$ cat src/rtl/vtr_defs.svh
`ifndef VTR_DEFS_SVH
`define VTR_DEFS_SVH
// Register select codes held in the pointer register
`define VTR_SEL_W 4
`define VTR_SEL_CHIP_RESET 4'h6
`define VTR_SEL_TOP_OF_SCREEN 4'h8
`define VTR_SEL_CURSOR_LOW 4'h9
`define VTR_SEL_CURSOR_HIGH 4'hA
`define VTR_SEL_FILL_END 4'hB
`define VTR_SEL_ATTRIBUTE 4'hC
`define VTR_SEL_CHARACTER 4'hD
`define VTR_SEL_MODE 4'hE
// Field positions
`define VTR_STATUS_DONE_BIT 7
`define VTR_TOS_RETRACE_BIT 7
`define VTR_CURSOR_ADDRESS_HIGH_SCROLL_SLE_BIT 7
`define VTR_CURSOR_ADDRESS_HIGH_SCROLL_SS_MSB 6
`define VTR_CURSOR_ADDRESS_HIGH_SCROLL_SS_LSB 3
`define VTR_CHAR_TAG_BIT 7
`define VTR_CHAR_WIDE_BIT 6
`define VTR_ATT_GRAPHICS_BIT 7
`define VTR_ATT_CSR_SUPPRESS_BIT 6
`define VTR_ATT_CSR_UNDERLINE_BIT 5
`define VTR_ATT_SCREEN_WHITE_BIT 4
`define VTR_ATT_CHAR_SUPPRESS_BIT 3
`define VTR_ATT_INTENSITY_BIT 2
`define VTR_ATT_UNDERLINE_BIT 1
`define VTR_ATT_REVERSE_BIT 0
`define VTR_MODE_AUTO_INC_BIT 7
// Reset values
`define VTR_RESET_BYTE 8'h00
`define VTR_RESET_ADDR 11'h000
`endif

$ cat src/rtl/vtr_pkg.sv
package vtr_pkg;
   typedef enum logic [1:0] {
      VTR_OP_WRITE,
      VTR_OP_READ,
      VTR_OP_FILL
   } vtr_op_t;
   typedef struct packed {
      vtr_op_t op;
      logic [7:0] data;
   } vtr_req_t;
   typedef enum logic [2:0] {
      VTR_ST_IDLE,
      VTR_ST_WRITE,
      VTR_ST_READ,
      VTR_ST_READ_WAIT,
      VTR_ST_FILL
   } vtr_state_t;
   typedef struct packed {
      logic [7:0] chr;
      logic glyph_dot;
      logic underline_row;
      logic [5:0] segment;
      logic dash_phase;
      logic cursor;
      logic status_row;
      logic active;
   } vtr_pixel_t;
endpackage : vtr_pkg

$ cat src/rtl/vtr_regs.sv
`timescale 1ns/10ps
`include "vtr_defs.svh"

module vtr_fifo #(
   parameter int WIDTH = 10,
   parameter int DEPTH = 8
) (
   input wire logic clock_i,
   input wire logic reset_i,
   input wire logic in_valid_i,
   output logic in_ready_o,
   input wire logic [WIDTH-1:0] in_data_i,
   output logic out_valid_o,
   input wire logic out_ready_i,
   output logic [WIDTH-1:0] out_data_o
);
   localparam int AW = $clog2(DEPTH);
   logic [WIDTH-1:0] mem_q [DEPTH];
   logic [AW-1:0] wr_q;
   logic [AW-1:0] rd_q;
   logic [AW:0] count_q;
   logic push;
   logic pop;

   initial begin
      if (DEPTH < 2 || (1 << AW) != DEPTH)
         $error("vtr_fifo depth must be a power of two");
   end

   assign push = in_valid_i && in_ready_o;
   assign pop = out_valid_o && out_ready_i;
   assign out_valid_o = (count_q != '0);
   assign out_data_o = mem_q[rd_q];

   always_ff @(posedge clock_i) begin
      if (push)
         mem_q[wr_q] <= in_data_i;
   end

   always_ff @(posedge clock_i) begin
      if (reset_i) begin
         wr_q <= '0;
         rd_q <= '0;
         count_q <= '0;
         in_ready_o <= 1'b1;
      end else begin
         if (push)
            wr_q <= wr_q + 1'b1;
         if (pop)
            rd_q <= rd_q + 1'b1;
         if (push && !pop) begin
            count_q <= count_q + 1'b1;
            in_ready_o <= (count_q != (AW+1)'(DEPTH - 1));
         end else if (pop && !push) begin
            count_q <= count_q - 1'b1;
            in_ready_o <= 1'b1;
         end
      end
   end
endmodule : vtr_fifo

// Function
// RL1 - Pointer write picks a register; data access reaches it; pointer read gives status.
// RL2 - Done set when transfer or fill ends, cleared by character port access.
// RL3 - Chip reset write only sets done, nothing else.
// RL4 - Processor issues chip reset before any normal operation.
// RL5 - Top of screen low seven bits give address bits 10..4, low four zero.
// RL6 - Top of screen bit 7 picks retrace set A or B.
// RL7 - Cursor low holds address bits 7..0; transfers start at cursor.
// RL8 - Cursor high holds address bits 10..8 and scroll offset in 6..3.
// RL9 - Cursor high bit 7 enables status row, only for 25 rows.
// RL10 - Attribute bits 3..0 act on tagged characters, live on screen.
// RL11 - Attribute bit 7 selects graphics display without attributes.
// RL12 - Attribute bit 6 forces background level during cursor time.
// RL13 - Attribute bit 5 picks underline cursor, dashed over underlined character.
// RL14 - Attribute bit 4 sets whole screen polarity.
// RL15 - Attribute bit 3 suppresses video of tagged characters.
// RL16 - Attribute bit 2 drives intensity high for tagged characters.
// RL17 - Attribute bit 1 underlines, bit 0 reverses tagged characters.
// RL18 - Byte write to character port stores it at the character address.
// RL19 - Character port read returns byte and starts the next fetch.
// RL20 - Armed fill: character port write starts a fill with that byte.
// RL21 - Display memory transfers only during retrace blanking.
// RL22 - Graphics mode: tag one alphanumeric, tag zero graphics, bit 6 wide.
// RL23 - Graphics bits 3..0 light segments 4..1; 5..4 segments 6..5 wide only.
// RL24 - Mode bit 7 increments character address after each transfer.
module vtr_regs #(
   parameter bit ROWS_25 = 1'b1,
   parameter int FIFO_DEPTH = 8
) (
   input wire logic clock_i,
   input wire logic reset_i,
   input wire logic cpu_sel_pointer_i,
   input wire logic cpu_wr_i,
   input wire logic cpu_rd_i,
   input wire logic [7:0] cpu_data_i,
   output logic [7:0] cpu_data_o,
   output logic cpu_full_o,
   input wire logic blank_i,
   output logic [10:0] mem_addr_o,
   output logic [7:0] mem_wdata_o,
   output logic mem_we_o,
   output logic mem_re_o,
   input wire logic [7:0] mem_rdata_i,
   output logic [10:0] top_of_screen_o,
   output logic retrace_set_select_o,
   output logic [3:0] smooth_scroll_offset_o,
   output logic status_row_enable_o,
   input wire vtr_pkg::vtr_pixel_t pixel_i,
   output logic video_o,
   output logic intensity_output_o
);
   localparam int REQ_W = $bits(vtr_pkg::vtr_req_t);

   logic [`VTR_SEL_W-1:0] pointer_q;
   logic done_q;
   logic [7:0] cursor_low_q;
   logic [7:0] cursor_high_q;
   logic [6:0] fill_end_q;
   logic fill_armed_q;
   logic [7:0] attribute_q;
   logic auto_inc_q;
   logic [7:0] char_q;
   logic [10:0] char_addr_q;
   logic [10:0] fill_addr_q;
   vtr_pkg::vtr_state_t state_q;
   vtr_pkg::vtr_req_t req_in;
   vtr_pkg::vtr_req_t req_out;
   logic req_valid;
   logic req_ready;
   logic fifo_full;
   logic fifo_full_n;
   logic fifo_ready;
   logic data_wr;
   logic data_rd;
   logic char_wr;
   logic char_rd;
   logic take;
   logic finish;

   initial begin
      if (FIFO_DEPTH < 2)
         $error("vtr_regs fifo depth too small");
   end

   function automatic logic [10:0] cursor_addr(input logic [7:0] hi,
                                              input logic [7:0] lo);
      cursor_addr = {hi[2:0], lo};
   endfunction : cursor_addr

   assign data_wr = cpu_wr_i && !cpu_sel_pointer_i;
   assign data_rd = cpu_rd_i && !cpu_sel_pointer_i;
   assign char_wr = data_wr && pointer_q == `VTR_SEL_CHARACTER;
   assign char_rd = data_rd && pointer_q == `VTR_SEL_CHARACTER;

   // Requests queue while the engine waits for blanking
   always_comb begin
      req_in.data = cpu_data_i;
      if (char_rd)
         req_in.op = vtr_pkg::VTR_OP_READ; // see RL19
      else if (fill_armed_q)
         req_in.op = vtr_pkg::VTR_OP_FILL; // see RL20
      else
         req_in.op = vtr_pkg::VTR_OP_WRITE; // see RL18
   end

   assign fifo_ready = !fifo_full;

   vtr_fifo #(
      .WIDTH(REQ_W),
      .DEPTH(FIFO_DEPTH)
   ) u_fifo (
      .clock_i(clock_i),
      .reset_i(reset_i),
      .in_valid_i(char_wr || char_rd),
      .in_ready_o(fifo_full_n),
      .in_data_i(req_in),
      .out_valid_o(req_valid),
      .out_ready_i(req_ready),
      .out_data_o(req_out)
   );
   assign fifo_full = !fifo_full_n;

   // Transfers are taken only inside blanking
   assign take = state_q == vtr_pkg::VTR_ST_IDLE && req_valid && blank_i; // see RL21
   assign req_ready = take;

   always_ff @(posedge clock_i) begin
      if (reset_i)
         cpu_full_o <= 1'b0;
      else
         cpu_full_o <= fifo_full;
   end

   always_ff @(posedge clock_i) begin
      if (reset_i)
         pointer_q <= '0;
      else if (cpu_wr_i && cpu_sel_pointer_i)
         pointer_q <= cpu_data_i[`VTR_SEL_W-1:0]; // see RL1
   end

   // Chip reset deliberately leaves every register except done alone
   always_ff @(posedge clock_i) begin
      if (reset_i) begin
         cursor_low_q <= `VTR_RESET_BYTE;
         cursor_high_q <= `VTR_RESET_BYTE;
         fill_end_q <= '0;
         attribute_q <= `VTR_RESET_BYTE;
         auto_inc_q <= 1'b0;
         top_of_screen_o <= `VTR_RESET_ADDR;
         retrace_set_select_o <= 1'b0;
      end else if (data_wr) begin
         case (pointer_q)
            `VTR_SEL_TOP_OF_SCREEN: begin
               top_of_screen_o <= {cpu_data_i[6:0], 4'h0}; // see RL5
               retrace_set_select_o <= cpu_data_i[`VTR_TOS_RETRACE_BIT]; // see RL6
            end
            `VTR_SEL_CURSOR_LOW: cursor_low_q <= cpu_data_i; // see RL7
            `VTR_SEL_CURSOR_HIGH: cursor_high_q <= cpu_data_i; // see RL8
            `VTR_SEL_FILL_END: fill_end_q <= cpu_data_i[6:0];
            `VTR_SEL_ATTRIBUTE: attribute_q <= cpu_data_i; // see RL10
            `VTR_SEL_MODE: auto_inc_q <= cpu_data_i[`VTR_MODE_AUTO_INC_BIT];
            default: ;
         endcase
      end
   end

   always_comb begin
      smooth_scroll_offset_o =
         cursor_high_q[`VTR_CURSOR_ADDRESS_HIGH_SCROLL_SS_MSB:`VTR_CURSOR_ADDRESS_HIGH_SCROLL_SS_LSB]; // see RL8
      status_row_enable_o =
         ROWS_25 && cursor_high_q[`VTR_CURSOR_ADDRESS_HIGH_SCROLL_SLE_BIT]; // see RL9
   end

   // Fill arms on a fill end write and disarms once queued
   always_ff @(posedge clock_i) begin
      if (reset_i)
         fill_armed_q <= 1'b0;
      else if (data_wr && pointer_q == `VTR_SEL_FILL_END)
         fill_armed_q <= 1'b1;
      else if (char_wr && fifo_ready)
         fill_armed_q <= 1'b0;
   end

   // Transfer engine
   always_ff @(posedge clock_i) begin
      if (reset_i) begin
         state_q <= vtr_pkg::VTR_ST_IDLE;
         mem_we_o <= 1'b0;
         mem_re_o <= 1'b0;
         mem_addr_o <= `VTR_RESET_ADDR;
         mem_wdata_o <= `VTR_RESET_BYTE;
         fill_addr_q <= `VTR_RESET_ADDR;
      end else begin
         mem_we_o <= 1'b0;
         mem_re_o <= 1'b0;
         case (state_q)
            vtr_pkg::VTR_ST_IDLE: begin
               if (take) begin
                  mem_addr_o <= char_addr_q; // see RL7
                  mem_wdata_o <= req_out.data;
                  fill_addr_q <= char_addr_q;
                  case (req_out.op)
                     vtr_pkg::VTR_OP_READ: begin
                        mem_re_o <= 1'b1; // see RL19
                        state_q <= vtr_pkg::VTR_ST_READ_WAIT;
                     end
                     vtr_pkg::VTR_OP_FILL:
                        state_q <= vtr_pkg::VTR_ST_FILL; // see RL20
                     default: begin
                        mem_we_o <= 1'b1; // see RL18
                        state_q <= vtr_pkg::VTR_ST_WRITE;
                     end
                  endcase
               end
            end
            vtr_pkg::VTR_ST_WRITE, vtr_pkg::VTR_ST_READ:
               state_q <= vtr_pkg::VTR_ST_IDLE;
            vtr_pkg::VTR_ST_READ_WAIT:
               state_q <= vtr_pkg::VTR_ST_READ;
            vtr_pkg::VTR_ST_FILL: begin
               // Fill pauses outside blanking and resumes later
               if (fill_addr_q[10:4] == fill_end_q && fill_addr_q[3:0] == 4'h0)
                  state_q <= vtr_pkg::VTR_ST_IDLE;
               else if (blank_i) begin // see RL21
                  mem_we_o <= 1'b1;
                  mem_addr_o <= fill_addr_q;
                  fill_addr_q <= fill_addr_q + 11'h001;
               end
            end
            default: state_q <= vtr_pkg::VTR_ST_IDLE;
         endcase
      end
   end

   assign finish = state_q == vtr_pkg::VTR_ST_WRITE
      || state_q == vtr_pkg::VTR_ST_READ
      || (state_q == vtr_pkg::VTR_ST_FILL && fill_addr_q[10:4] == fill_end_q
          && fill_addr_q[3:0] == 4'h0);

   // Cursor load resets the character address; fill leaves it alone
   always_ff @(posedge clock_i) begin
      if (reset_i)
         char_addr_q <= `VTR_RESET_ADDR;
      else if (data_wr && pointer_q == `VTR_SEL_CURSOR_LOW)
         char_addr_q <= cursor_addr(cursor_high_q, cpu_data_i); // see RL7
      else if (data_wr && pointer_q == `VTR_SEL_CURSOR_HIGH)
         char_addr_q <= cursor_addr(cpu_data_i, cursor_low_q);
      else if (auto_inc_q && (state_q == vtr_pkg::VTR_ST_WRITE
                              || state_q == vtr_pkg::VTR_ST_READ))
         char_addr_q <= char_addr_q + 11'h001; // see RL24
   end

   always_ff @(posedge clock_i) begin
      if (reset_i)
         char_q <= `VTR_RESET_BYTE;
      else if (state_q == vtr_pkg::VTR_ST_READ)
         char_q <= mem_rdata_i; // see RL19
      else if (char_wr)
         char_q <= cpu_data_i;
   end

   // Transfer end raises done only when nothing else is queued or arriving; chip reset sets it regardless
   always_ff @(posedge clock_i) begin
      if (reset_i)
         done_q <= 1'b0;
      else if (data_wr && pointer_q == `VTR_SEL_CHIP_RESET)
         done_q <= 1'b1; // see RL3
      else if (char_wr || char_rd)
         done_q <= 1'b0; // see RL2
      else if (finish && !req_valid)
         done_q <= 1'b1; // see RL2
   end

   always_ff @(posedge clock_i) begin
      if (reset_i)
         cpu_data_o <= `VTR_RESET_BYTE;
      else if (cpu_rd_i && cpu_sel_pointer_i)
         cpu_data_o <= {done_q, 7'h00}; // see RL1
      else if (char_rd)
         cpu_data_o <= char_q; // see RL19
      else if (data_rd)
         cpu_data_o <= `VTR_RESET_BYTE;
   end

   // Pixel attribute path
   logic tag;
   logic graphics;
   logic attr_on;
   logic [5:0] seg_mask;
   logic fg;
   logic bg_level;
   logic pix;

   always_comb begin
      tag = pixel_i.chr[`VTR_CHAR_TAG_BIT];
      graphics = attribute_q[`VTR_ATT_GRAPHICS_BIT]; // see RL11
      attr_on = !graphics && tag; // see RL10
      seg_mask = pixel_i.chr[`VTR_CHAR_WIDE_BIT]
         ? pixel_i.chr[5:0] : {2'b00, pixel_i.chr[3:0]}; // see RL23
      if (graphics && !tag)
         fg = |(seg_mask & pixel_i.segment); // see RL22
      else
         fg = pixel_i.glyph_dot;
      if (attr_on && attribute_q[`VTR_ATT_CHAR_SUPPRESS_BIT])
         fg = 1'b0; // see RL15
      if (attr_on && attribute_q[`VTR_ATT_UNDERLINE_BIT])
         fg = fg || pixel_i.underline_row; // see RL17
      if (pixel_i.cursor) begin
         if (!attribute_q[`VTR_ATT_CSR_UNDERLINE_BIT])
            fg = !fg; // see RL13
         else if (pixel_i.underline_row)
            fg = (attr_on && attribute_q[`VTR_ATT_UNDERLINE_BIT])
               ? pixel_i.dash_phase : 1'b1; // see RL13
      end
      bg_level = attribute_q[`VTR_ATT_SCREEN_WHITE_BIT]; // see RL14
      if (attr_on && attribute_q[`VTR_ATT_REVERSE_BIT])
         bg_level = !bg_level; // see RL17
      pix = fg ? !bg_level : bg_level;
      if (pixel_i.cursor && attribute_q[`VTR_ATT_CSR_SUPPRESS_BIT])
         pix = attribute_q[`VTR_ATT_SCREEN_WHITE_BIT]; // see RL12
      if (ROWS_25 && pixel_i.status_row && !status_row_enable_o)
         pix = attribute_q[`VTR_ATT_SCREEN_WHITE_BIT]; // see RL9
      if (!pixel_i.active)
         pix = 1'b0;
   end

   always_ff @(posedge clock_i) begin
      if (reset_i) begin
         video_o <= 1'b0;
         intensity_output_o <= 1'b0;
      end else begin
         video_o <= pix;
         intensity_output_o <= pixel_i.active && attr_on
            && attribute_q[`VTR_ATT_INTENSITY_BIT]; // see RL16
      end
   end

   property p_pointer;
      @(posedge clock_i) disable iff (reset_i)
      cpu_wr_i && cpu_sel_pointer_i
         |=> pointer_q == $past(cpu_data_i[3:0]);
   endproperty
   a_pointer: assert property (p_pointer) // see RL1
      else $error("pointer not loaded");

   property p_done_clear;
      @(posedge clock_i) disable iff (reset_i)
      (char_wr || char_rd) |=> !done_q;
   endproperty
   a_done_clear: assert property (p_done_clear) // see RL2
      else $error("done not cleared by character access");

   property p_chip_reset;
      @(posedge clock_i) disable iff (reset_i)
      data_wr && pointer_q == `VTR_SEL_CHIP_RESET
         |=> done_q && $stable(top_of_screen_o) && $stable(attribute_q);
   endproperty
   a_chip_reset: assert property (p_chip_reset) // see RL3
      else $error("chip reset changed state");

   property p_tos_low;
      @(posedge clock_i) disable iff (reset_i)
      top_of_screen_o[3:0] == 4'h0;
   endproperty
   a_tos_low: assert property (p_tos_low) // see RL5
      else $error("top of screen low bits not zero");

   property p_blank_only;
      @(posedge clock_i) disable iff (reset_i)
      (mem_we_o || mem_re_o) |-> $past(blank_i);
   endproperty
   a_blank_only: assert property (p_blank_only) // see RL21
      else $error("memory access outside blanking");

   property p_byte_write;
      @(posedge clock_i) disable iff (reset_i)
      take && req_out.op == vtr_pkg::VTR_OP_WRITE
         |=> mem_we_o && mem_wdata_o == $past(req_out.data)
             && mem_addr_o == $past(char_addr_q);
   endproperty
   a_byte_write: assert property (p_byte_write) // see RL18
      else $error("byte write not stored at character address");

   property p_auto_inc;
      @(posedge clock_i) disable iff (reset_i)
      auto_inc_q && state_q == vtr_pkg::VTR_ST_WRITE
         && !data_wr |=> char_addr_q == $past(char_addr_q) + 11'h001;
   endproperty
   a_auto_inc: assert property (p_auto_inc) // see RL24
      else $error("character address not incremented");

   property p_read_fetch;
      @(posedge clock_i) disable iff (reset_i)
      take && req_out.op == vtr_pkg::VTR_OP_READ
         |=> mem_re_o ##2 char_q == $past(mem_rdata_i);
   endproperty
   a_read_fetch: assert property (p_read_fetch) // see RL19
      else $error("read fetch not captured");

   property p_intensity;
      @(posedge clock_i) disable iff (reset_i)
      pixel_i.active && attr_on && attribute_q[`VTR_ATT_INTENSITY_BIT]
         |=> intensity_output_o;
   endproperty
   a_intensity: assert property (p_intensity) // see RL16
      else $error("intensity not driven for tagged character");
endmodule : vtr_regs

$ cat config.mk
export PLATFORM = sky130hd
export DESIGN_NAME = vtr_regs
export DESIGN_NICKNAME = d
export VERILOG_FILES = /design/src/rtl/vtr_pkg.sv /design/src/rtl/vtr_regs.sv
export VERILOG_INCLUDE_DIRS = /design/src /design/src/rtl
export SDC_FILE = /design/constraint.sdc
export NUM_CORES = 1
export LEC_CHECK = 0
export BUFFER_PORTS_ARGS = -buffer_cell sky130_fd_sc_hd__buf_2
export CAP_MARGIN = 20
export CORE_ASPECT_RATIO = 0.8
export CORE_MARGIN = 4
export CORE_UTILIZATION = 50
export CTS_CLUSTER_SIZE = 8
export DETAILED_ROUTE_END_ITERATION = 7
export HOLD_SLACK_MARGIN = 0.1
export PLACE_DENSITY = 0.67
export SLEW_MARGIN = 20
export SYNTH_ARGS = -nofsm -noshare
export SYNTH_HDL_FRONTEND = slang
export SYNTH_SLANG_ARGS = --single-unit
$ cat constraint.sdc
create_clock -name clock_i -period 3.35 [get_ports clock_i]
set_input_delay 0.1675 -clock clock_i [delete_from_list [all_inputs] [get_ports clock_i]]
set_output_delay 0.1675 -clock clock_i [all_outputs]
set_load 0.01 [all_outputs]
==> reports/qor.txt, run 1 <==
Outcome = complete, no violations
HPWL after DPL = 13400 um
Commonest non-fill, non-tap cells in the layout = dfxtp_1 (125), nor2_1 (108), nand2_1 (90), buf_2 (85), edfxtp_1 (80)
Post-DP Area = 9330 sq um
VDD IR max = 361 uV
Relative slew margins = 0.390
Clk_lat worst skew = 0.52 ns
Antenna violations before repair = 0
IO Count = 91
Number of cell rows = 42
DRT Wirelength = 20900 um
Routed wire length per instance = 18.5 um
DRT Pass-1 Iters = 5
Post-synth ARST share = 0
Via Count = 6502
RD Place Congestion = 0.812
Total GRT Usage = 0.210
Post-synth cell types = 59
Antenna Cells = 0
Nets = 949
Initial Utilization = 0.518
Die Ht = 126 um
CP max FO = 5
Highest Clock Rate = 351 MHz
Final worst slack = 0.502 ns
Post-layout min period = 2.85 ns
Post-CTS Setup Repair Bufs = 0
Sequential element share of the synthesized area = 0.563
EDFF count, synth = 80
Worst Hold Class = in2reg
Fin area = 10300 sq um
Antenna Nets Post-Route = 0
CTS clock-pin slew for the worst setup and hold paths = 0.05 ns
Pre-CTS setup slack = 0.549 ns
Clock sink count = 205
Pwr dens = 620 nW/um^2
Leak = 3.85 nW
Max_cap viols = 0
Grt ovf = 0
Total negative slack = 0 ns
Clock buffer depth = 3
Mapped Cells = 797
Final setup violation count = 0
Final Slew Violations = 0
CTS tree = built
Core area = 16800 sq um
Synthesized area = 8710 sq um
Largest net degree at the start of global routing = 59
Most common cell after layout, fill and taps aside = dfxtp_1
Synth Flop Type = dfxtp_1
Layout cells sized above 1 = 0.182
Critical path class = reg2reg
I/O Buffers = 86
Vias in the first global route = 6243
CTS buffer count = 29
Crit start category = flip-flop
Final hold violation count = 0
RSZ-0062 raised after global routing = no
Die span in x = 156 um
Ys Warns = 0
Fin crit share = 0.850
Final core occ = 0.613
CP arrival = 3.29 ns
Slew @ Worst Pin = 0.912 ns
Layout Skew = 0.00962 ns
CTS H-tree depth = 1
Iteration-0 DRC Markers = 659
Root buf cell = clkbuf_16
DRC viols = 0
Crit. End Element = flip-flop
Area growth syn-to-layout = 18.4%
Synth Register Bits = 205
Avg Cell Area, Syn = 10.9 sq um
Die ar. = 19600 sq um
First-pass GRT wire length = 33400 um
Data required time at the worst endpoint = 3.79 ns
DR vias/cell = 5.75
[worst paths after layout]
path | start | end | slack [ns] | cells after the start
max | u_fifo.count_q[0] | u_fifo.count_q[3] | 0.50 | 11
min | cpu_data_i[5] | u_fifo.mem_q[3][5] | 0.10 | 1
max reg2reg | u_fifo.count_q[0] | u_fifo.count_q[3] | 0.50 | 11
min reg2reg | cursor_low_q[2] | cursor_low_q[2] | 0.45 | 2
[layout make-up]
class	instances	area, sq um
tap	220	275
sequential	205	4900
multi-input combinational	523	3520
clock buffer	44	782
inverter	11	41.3
clock inverter	1	5.00
timing repair buffer	126	783
fill	1344	6500
[flip-flops by register name (all words and copies together), names as in the netlist, 3 cells and up, named ones only]
| register | cells |
|---|---|
| cursor_low_q | 8 |
| state_q | 3 |
| u_fifo.wr_q | 3 |
| cursor_high_q | 8 |
| attribute_q | 8 |
| char_q | 8 |
| u_fifo.mem_q | 80 |
| mem_addr_o | 11 |
| u_fifo.count_q | 4 |
| pointer_q | 4 |
| fill_addr_q | 11 |
| fill_end_q | 7 |
| top_of_screen_o | 7 |
| u_fifo.rd_q | 3 |
| mem_wdata_o | 8 |
| char_addr_q | 11 |
| cpu_data_o | 8 |
[through the flow]
| step | power [mW] | hold slack [ns] | instances |
|---|---|---|---|
| 2_1_floorplan | 3.56 | 0.266 | 800 |
| 3_3_place_gp | 3.83 | 0.442 | 1065 |
| 3_5_place_dp | 3.86 | 0.448 | 1065 |
| 4_1_cts | 6.44 | 0.101 | 1130 |
| 5_1_grt | 6.68 | 0.105 | 1130 |
| 6_report | 6.39 | 0.103 | 1130 |
[cells in the mapped netlist (all sizes together), types with 3 or more instances]
master / count / area, sq um
and3: 8 / 50.1
o21bai: 4 / 30.0
nand4b: 3 / 26.3
nand4: 6 / 37.5
buf: 23 / 130
xnor2: 11 / 96.3
o211ai: 8 / 60.1
mux4: 20 / 450
nor3: 9 / 45.0
inv: 11 / 41.3
nor2b: 10 / 62.6
ha: 10 / 125
nor3b: 3 / 27.5
xor2: 11 / 96.3
a311oi: 21 / 184
nand3: 14 / 70.1
edfxtp: 80 / 2400
nand3b: 4 / 30.0
clkbuf: 38 / 143
nand2: 90 / 338
a221oi: 3 / 26.3
or3: 3 / 18.8
nor2: 108 / 405
a21oi: 38 / 190
mux2i: 50 / 500
nand2b: 6 / 37.5
a211oi: 24 / 185
nor4: 4 / 25.0
o21ai: 17 / 85.1
a22oi: 7 / 52.6
dfxtp: 125 / 2500
[metal layers]
| layer | track usage | wire length, um | up-vias |
|---|---|---|---|
| li1 | - | - | 3075 |
| met5 | 0 | 0 | - |
| met2 | 0.325 | 9460 | 253 |
| met3 | 0.0370 | 1400 | 35 |
| met4 | 0.0494 | 390 | 0 |
| met1 | 0.311 | 9680 | 3139 |
[logic make-up after synthesis]
family / synth area share
AOI/OAI and AO/OA: 0.107
muxes: 0.109
other: 0.000430
adders and majority gates: 0.0167
xor gates and xnor gates: 0.0221
DFF: 0.563
buffers and inverters: 0.0360
and+or+nand+nor: 0.146
[report_power, final]
part / internal, mW / total, mW / switching (mW)
Clock: 1.57 / 2.56 / 0.986
Sequential: 2.74 / 2.84 / 0.109
Combinational: 0.440 / 0.993 / 0.553
[worst max-delay path, stage by stage (launching register included)]
cell and delay [ns]:
dfxtp_1 0.36, or4_1 0.57, nor3b_4 0.18, inv_1 0.12
ha_1 0.22, inv_1 0.11, ha_1 0.31, a21o_1 0.19
a21oi_1 0.18, xnor2_1 0.10, or3_1 0.30, a21oi_1 0.14
[repair_timing]
action,4_1_cts,5_1_grt
hold buffers,20,0
endpoints found under the hold margin,52,0
resized for setup,0,0
(Power assumes the default switching activity.)
==> inputs of run 2 (changes only) <==
--- a/config.mk
+++ b/config.mk
@@ -16,3 +16,3 @@
 export HOLD_SLACK_MARGIN = 0.1
-export PLACE_DENSITY = 0.67
+export PLACE_DENSITY = 0.78
 export SLEW_MARGIN = 20
--- a/constraint.sdc
+++ b/constraint.sdc
@@ -3,2 +3,2 @@
 set_output_delay 0.1675 -clock clock_i [all_outputs]
-set_load 0.01 [all_outputs]
+set_load 0.005 [all_outputs]
==> run 2 against run 1 <==
Sequential cell count is the same. Clock skew up 0.0014 ns. Maximum frequency increased by 3.2%. Critical path depth rose by 4. Worst setup slack better by 0.087 ns. Sequential share of layout area decreased by 0.10 points. Routed wire length is 0.91% higher. Design area is 0.22% higher. Cell count up 0.18%. Die area did not move. Critical path type is now in2reg. Largest power group unchanged. Highest routed layer unchanged.
==> reports/qor.txt, run 2 (synthesized netlist as in run 1, its figures left out) <==
VDD IR max = 365 uV (+1.2%)
Area occupied by multi-input gates = 3520 sq um (unchanged)
Layout cells sized above 1 = 0.181 (-0.00150)
CTS Hold Bufs = 23 (+15%)
HPWL after DPL = 13100 um (-2.3%)
Antenna violations before repair = 0 (unchanged)
CTS tree = built
R2r endpoint = u_fifo.count_q[3]
Combinational cell fraction of total power = 0.151 (-0.004)
Critical Path Slowest Stage Cell = dlygate4sd3_1
Iteration-0 DRC Markers = 544 (-17%)
Most common cell after layout, fill and taps aside = dfxtp_1
Crit. End Element = flip-flop
Fillers = 1306 (-2.8%)
Number of cell rows = 42 (unchanged)
Die span in x = 156 um (unchanged)
Clock buffer depth = 3 (unchanged)
First-pass GRT wire length = 33100 um (-0.93%)
IO Count = 91 (unchanged)
Antenna Nets Post-Route = 0 (unchanged)
Post_cts resized = 0 (unchanged)
Metal2 WL = 9310 um (-1.5%)
Nets = 951 (+0.21%)
DR vias/cell = 5.67 (-1.5%)
Antenna Cells = 0 (unchanged)
Delay-heaviest family, CP = buffers and inverters
Routed wire length per instance = 18.7 um (+0.73%)
Cell Int Power = 4.75 mW (about the same)
Reg-to-reg setup timing slack = 0.61 ns (+0.11 ns)
Root buf cell = clkbuf_16
Hold wc startpoint = pixel_i[2]
CP max FO = 10 (+5)
Post-CTS Setup Repair Bufs = 0 (unchanged)
Final Slew Violations = 0 (unchanged)
Hold Path Depth = 5 (+4)
Area growth syn-to-layout = 18.7%
Grt ovf = 0 (unchanged)
Relative slew margins = 0.372 (-0.0177)
Max_cap viols = 0 (unchanged)
CTS H-tree depth = 1 (unchanged)
I/O Buffers = 86 (unchanged)
Fin crit share = 0.824 (-0.0261)
Max reg flops = 80 (unchanged)
Largest net degree at the start of global routing = 87 (+47%)
Vias in the first global route = 6084 (-2.5%)
CP Depth = 15 (+4)
Final hold violation count = 0 (unchanged)
Outcome = complete, no violations
Final core occ = 0.615 (+0.00134)
Reg-to-Reg Start = u_fifo.count_q[0]
RD Place Congestion = 0.791 (-2.5%)
Die Ht = 126 um (unchanged)
DRC viols = 0 (unchanged)
Crit start category = input port
CTS buffer count = 29 (unchanged)
Total GRT Usage = 0.212 (+0.00153)
Sequential cell area = 4900 sq um (unchanged)
NetSw = 1.62 mW (-1.5%)
DRT Pass-1 Iters = 5 (unchanged)
Total negative slack = 0 ns (unchanged)
Largest Register = u_fifo.mem_q
DRT Wirelength = 21100 um (+0.91%)
CP Cell Sequence = dlygate4sd3_1 -> buf_2 -> nand4b_1 -> nor2_1 -> o21ai_1 -> buf_4 -> inv_1 -> ha_1 -> inv_1 -> ha_1 -> a21o_1 -> a21oi_1 -> xnor2_1 -> or3_1 -> a21oi_1
Data required time at the worst endpoint = 3.79 ns (about the same)
Slew @ Worst Pin = 0.941 ns (+0.0295 ns)
Leak = 3.86 nW (+0.15%)
RSZ-0062 raised after global routing = no
Via Count = 6414 (-1.4%)
Met1 Wirelength = 9660 um (-0.15%)
Clk_lat worst skew = 0.52 ns (about the same)
Post-layout min period = 2.76 ns (-0.0874 ns)
Switching Share = 0.255 (-0.00282)
Pwr dens = 616 nW/um^2 (-0.61%)
Layout Skew = 0.0110 ns (+0.00135 ns)
Highest Clock Rate = 362 MHz (+3.2%)
Met3 WL = 1500 um (+7.4%)
CP arrival = 3.20 ns (-0.09 ns)
Clock sink count = 205 (unchanged)
Reg power frac = 0.449 (+0.004)
Worst path max stage delay = 0.56 ns (about the same)
Worst hold endpoint = video_o
Critical path class = in2reg
CTS clock-pin slew for the worst setup and hold paths = 0.05 ns (about the same)
Worst reg2reg path depth = 11 (unchanged)
Core area = 16800 sq um (unchanged)
Worst Hold Class = in2reg
Initial Utilization = 0.518 (unchanged)
Commonest non-fill, non-tap cells in the layout = dfxtp_1 (125), nor2_1 (108), nand2_1 (90), buf_2 (85), edfxtp_1 (80)
Buf+Inv Stages, Crit Path = 5 (+3)
Die ar. = 19600 sq um (unchanged)
Clock power share = 0.401 (about the same)
Top Metal Used = met4
Final setup violation count = 0 (unchanged)
[run 2: how the worst max path moves through the flow]
| stage | from | end | slack (ns) |
|---|---|---|---|
| finish | cpu_sel_pointer_i | u_fifo.count_q[3] | 0.59 |
| global route | cpu_sel_pointer_i | u_fifo.count_q[3] | 0.41 |
| CTS | u_fifo.count_q[0] | u_fifo.count_q[3] | 0.62 |
| detailed placement | u_fifo.count_q[0] | u_fifo.count_q[3] | 0.61 |
| global placement | u_fifo.count_q[0] | u_fifo.count_q[3] | 0.68 |
| floorplan | pointer_q[1] | u_fifo.count_q[3] | 0.68 |
[run 2: power groups by stage]
stage	clock network (mW)	registers [mW]	logic (mW)
after floorplan	0	2.86	0.666
after global placement	0	2.89	0.908
after detailed placement	0	2.90	0.929
after CTS	2.58	2.86	0.960
after global routing	2.70	2.88	1.05
final	2.55	2.86	0.961
[run 2: final cells by class]
type	instances	area share
Sequential cell	205	0.474
Multi-Input combinational cell	523	0.341
Timing Repair Buffer	128	0.0779
Clock buffer	44	0.0756
Tap cell	220	0.0266
Inverter	11	0.00399
Clock inverter	1	0.000484
[run 2: tightest hold or removal path, cell delays in order]
cell and delay [ns]:
buf_2 0.11, nand2_1 0.05, o21ai_0 0.09, or4_1 0.12
a21boi_1 0.05
[run 2: layer usage]
metal | global-route usage | vias up
li1 | - | 3077
met1 | 0.311 | 3039
met2 | 0.322 | 253
met3 | 0.0316 | 45
met4 | 0.0726 | 0
met5 | 0 | -
[run 2: metrics by stage]
| stage | power, mW | hold slack (ns) | std cells | setup WS, ns | cell area (sq um) |
|---|---|---|---|---|---|
| detailed placement | 3.83 | 0.449 | 1064 | 0.610 | 9320 |
| finish | 6.37 | 0.125 | 1132 | 0.590 | 10300 |
| global placement | 3.80 | 0.442 | 1064 | 0.678 | 9320 |
| floorplan | 3.53 | 0.266 | 800 | 0.677 | 8720 |
| global route | 6.63 | 0.153 | 1132 | 0.413 | 10300 |
| CTS | 6.40 | 0.105 | 1132 | 0.618 | 10300 |
==> inputs of run 3 (changes only) <==
clock period = 2.6 ns   (was 3.35 ns; I/O delays follow)
==> run 3 against run 2 <==
Sequential cell count did not move. Cell count rose by 2.3%. Clock-buffer cell count did not move. First-iteration DRC count rose by 12%. Highest routed layer unchanged.
==> reports/qor.txt, run 3 (synthesized netlist as in run 1, its figures left out) <==
Outcome = complete, no violations
Layout cells sized above 1 = 0.216 (+0.0355)
Final hold violation count = 0 (unchanged)
CP arrival = 3.04 ns (-0.16 ns)
Reg-to-reg setup timing slack = 0.02 ns (-0.59 ns)
Delay-heaviest family, CP = simple AND/OR/NAND/NOR gates
Die ar. = 19600 sq um (unchanged)
R2r endpoint = u_fifo.count_q[3]
Leak = 4.00 nW (+3.7%)
I/O Buffers = 86 (unchanged)
IO Count = 91 (unchanged)
Initial Utilization = 0.518 (unchanged)
Grt ovf = 0 (unchanged)
Antenna Cells = 0 (unchanged)
CTS clock-pin slew for the worst setup and hold paths = 0.06 ns (about the same)
Commonest non-fill, non-tap cells in the layout = dfxtp_1 (124), nor2_1 (107), nand2_1 (90), buf_2 (85), edfxtp_1 (80)
Post-layout min period = 2.58 ns
DRC viols = 0 (unchanged)
Crit start category = flip-flop
Relative slew margins = 0.428 (+0.0557)
Critical Path Slowest Stage Cell = or4_4
Final worst slack = 0.0191 ns (-0.571 ns)
Hold Path Depth = 2 (-3)
Root buf cell = clkbuf_16
Die span in x = 156 um (unchanged)
Final Slew Violations = 0 (unchanged)
DRT Pass-1 Iters = 4 (-1)
Largest Register = u_fifo.mem_q
Iteration-0 DRC Markers = 609 (+12%)
Clk_lat worst skew = 0.52 ns (about the same)
Worst path max stage delay = 0.49 ns (-0.07 ns)
Die Ht = 126 um (unchanged)
Core area = 16800 sq um (unchanged)
Area growth syn-to-layout = 21.9%
Final setup violation count = 0 (unchanged)
Fin crit share = 0.993
Layout Skew = 0.00870 ns (-0.00227 ns)
Buf+Inv Stages, Crit Path = 2 (-3)
Clock sink count = 205 (unchanged)
Total GRT Usage = 0.218 (+0.00671)
Critical path class = reg2reg
Via Count = 6668 (+4.0%)
Vias in the first global route = 6334 (+4.1%)
Pre-CTS setup slack = -0.0441 ns (-0.655 ns)
Reg-to-Reg Start = u_fifo.count_q[3]
Final core occ = 0.632 (+0.0167)
CTS tree = built
HPWL after DPL = 13300 um (+1.3%)
Antenna violations before repair = 0 (unchanged)
Antenna Nets Post-Route = 0 (unchanged)
CTS H-tree depth = 1 (unchanged)
DRT Wirelength = 21900 um (+3.8%)
Nets = 976 (+2.6%)
VDD IR max = 598 uV (+64%)
CP Cell Sequence = or4_4 -> nor3b_4 -> inv_2 -> ha_4 -> inv_2 -> ha_4 -> a21o_1 -> a21oi_2 -> xnor2_2 -> or3_4 -> a21oi_2
DR vias/cell = 5.76 (+1.6%)
Largest net degree at the start of global routing = 58 (-33%)
Crit. End Element = flip-flop
Pwr dens = 791 nW/um^2 (+28%)
CTS buffer count = 29 (unchanged)
Routed wire length per instance = 18.9 um (+1.4%)
Clock buffer depth = 3 (unchanged)
Highest Clock Rate = 387 MHz
Number of cell rows = 42 (unchanged)
Max reg flops = 80 (unchanged)
First-pass GRT wire length = 34500 um (+4.4%)
Max_cap viols = 0 (unchanged)
Worst Hold Class = in2reg
Worst hold endpoint = cpu_data_o[6]
Worst reg2reg path depth = 11 (unchanged)
RD Place Congestion = 0.839 (+6.0%)
Data required time at the worst endpoint = 3.06 ns (-0.73 ns)
Most common cell after layout, fill and taps aside = dfxtp_1
CP max FO = 4 (-6)
Slew @ Worst Pin = 0.856 ns (-0.0851 ns)
Hold wc startpoint = reset_i
[run 3: cell count changes in the layout (fill, tap and decap cells not counted), sizes merged]
| cell | change |
|---|---|
| inv | +1 |
| dlygate4sd3 | +2 |
| a211oi | +1 |
| buf | +22 |
[run 3: worst max path at each step]
stage / from / end / slack [ns] / cells after the start
6_report: u_fifo.count_q[3] / u_fifo.count_q[3] / 0.02 / 11
2_1_floorplan: u_fifo.count_q[0] / u_fifo.count_q[3] / 0.004 / 11
3_3_place_gp: u_fifo.count_q[3] / u_fifo.count_q[3] / 0.05 / 11
5_1_grt: u_fifo.count_q[3] / u_fifo.count_q[3] / -0.06 / 11
4_1_cts: u_fifo.count_q[1] / u_fifo.count_q[3] / 0.02 / 11
3_5_place_dp: u_fifo.count_q[3] / u_fifo.count_q[3] / -0.04 / 11
[run 3: power by group]
part / switching (mW) / leakage, nW / internal, mW / total [mW]
clock network: 1.28 / 0.384 / 2.03 / 3.31
registers: 0.131 / 1.74 / 3.53 / 3.66
logic: 0.764 / 1.88 / 0.670 / 1.43
total: 2.18 / 4.00 / 6.23 / 8.40
[run 3: final cells by class]
class | count | area (sq um)
inverter | 11 | 41.3
tap | 220 | 275
multi-input combinational | 524 | 3610
clock inverter | 2 | 13.8
clock buffer | 44 | 782
timing repair buffer | 152 | 991
sequential | 205 | 4910
fill | 1279 | 6200
[run 3: what timing repair did]
item,CTS,global route
gates cloned,0,1
hold buffers,25,0
pin swaps,1,9
setup buffers,0,2
gates resized for setup,3,12
hold endpoints to repair,115,0
setup endpoints to repair,1,3
[run 3: metal layers]
| metal | wire [um] | track usage |
|---|---|---|
| met1 | 9710 | 0.316 |
| met2 | 10000 | 0.335 |
| met3 | 1610 | 0.0398 |
| met4 | 595 | 0.0700 |
| met5 | 0 | 0 |
[run 3: worst register-to-register path, stage by stage (launching register included)]
cell	delay, ns
dfxtp_1	0.36
or4_4	0.49
nor3b_4	0.17
inv_2	0.10
ha_4	0.14
inv_2	0.05
ha_4	0.22
a21o_1	0.16
a21oi_2	0.19
xnor2_2	0.12
or3_4	0.39
a21oi_2	0.12
[run 3: metrics by stage]
step	instance area, sq um	power [mW]	hold slack, ns	TNS [ns]	cells
after floorplan	8730	4.55	0.229	0	800
after global placement	9480	4.96	0.425	0	1084
after CTS	10500	8.35	0.112	0	1155
final	10600	8.40	0.129	0	1158
after detailed placement	9480	5.00	0.429	-0.0441	1084
after global routing	10600	8.77	0.147	-0.0583	1158
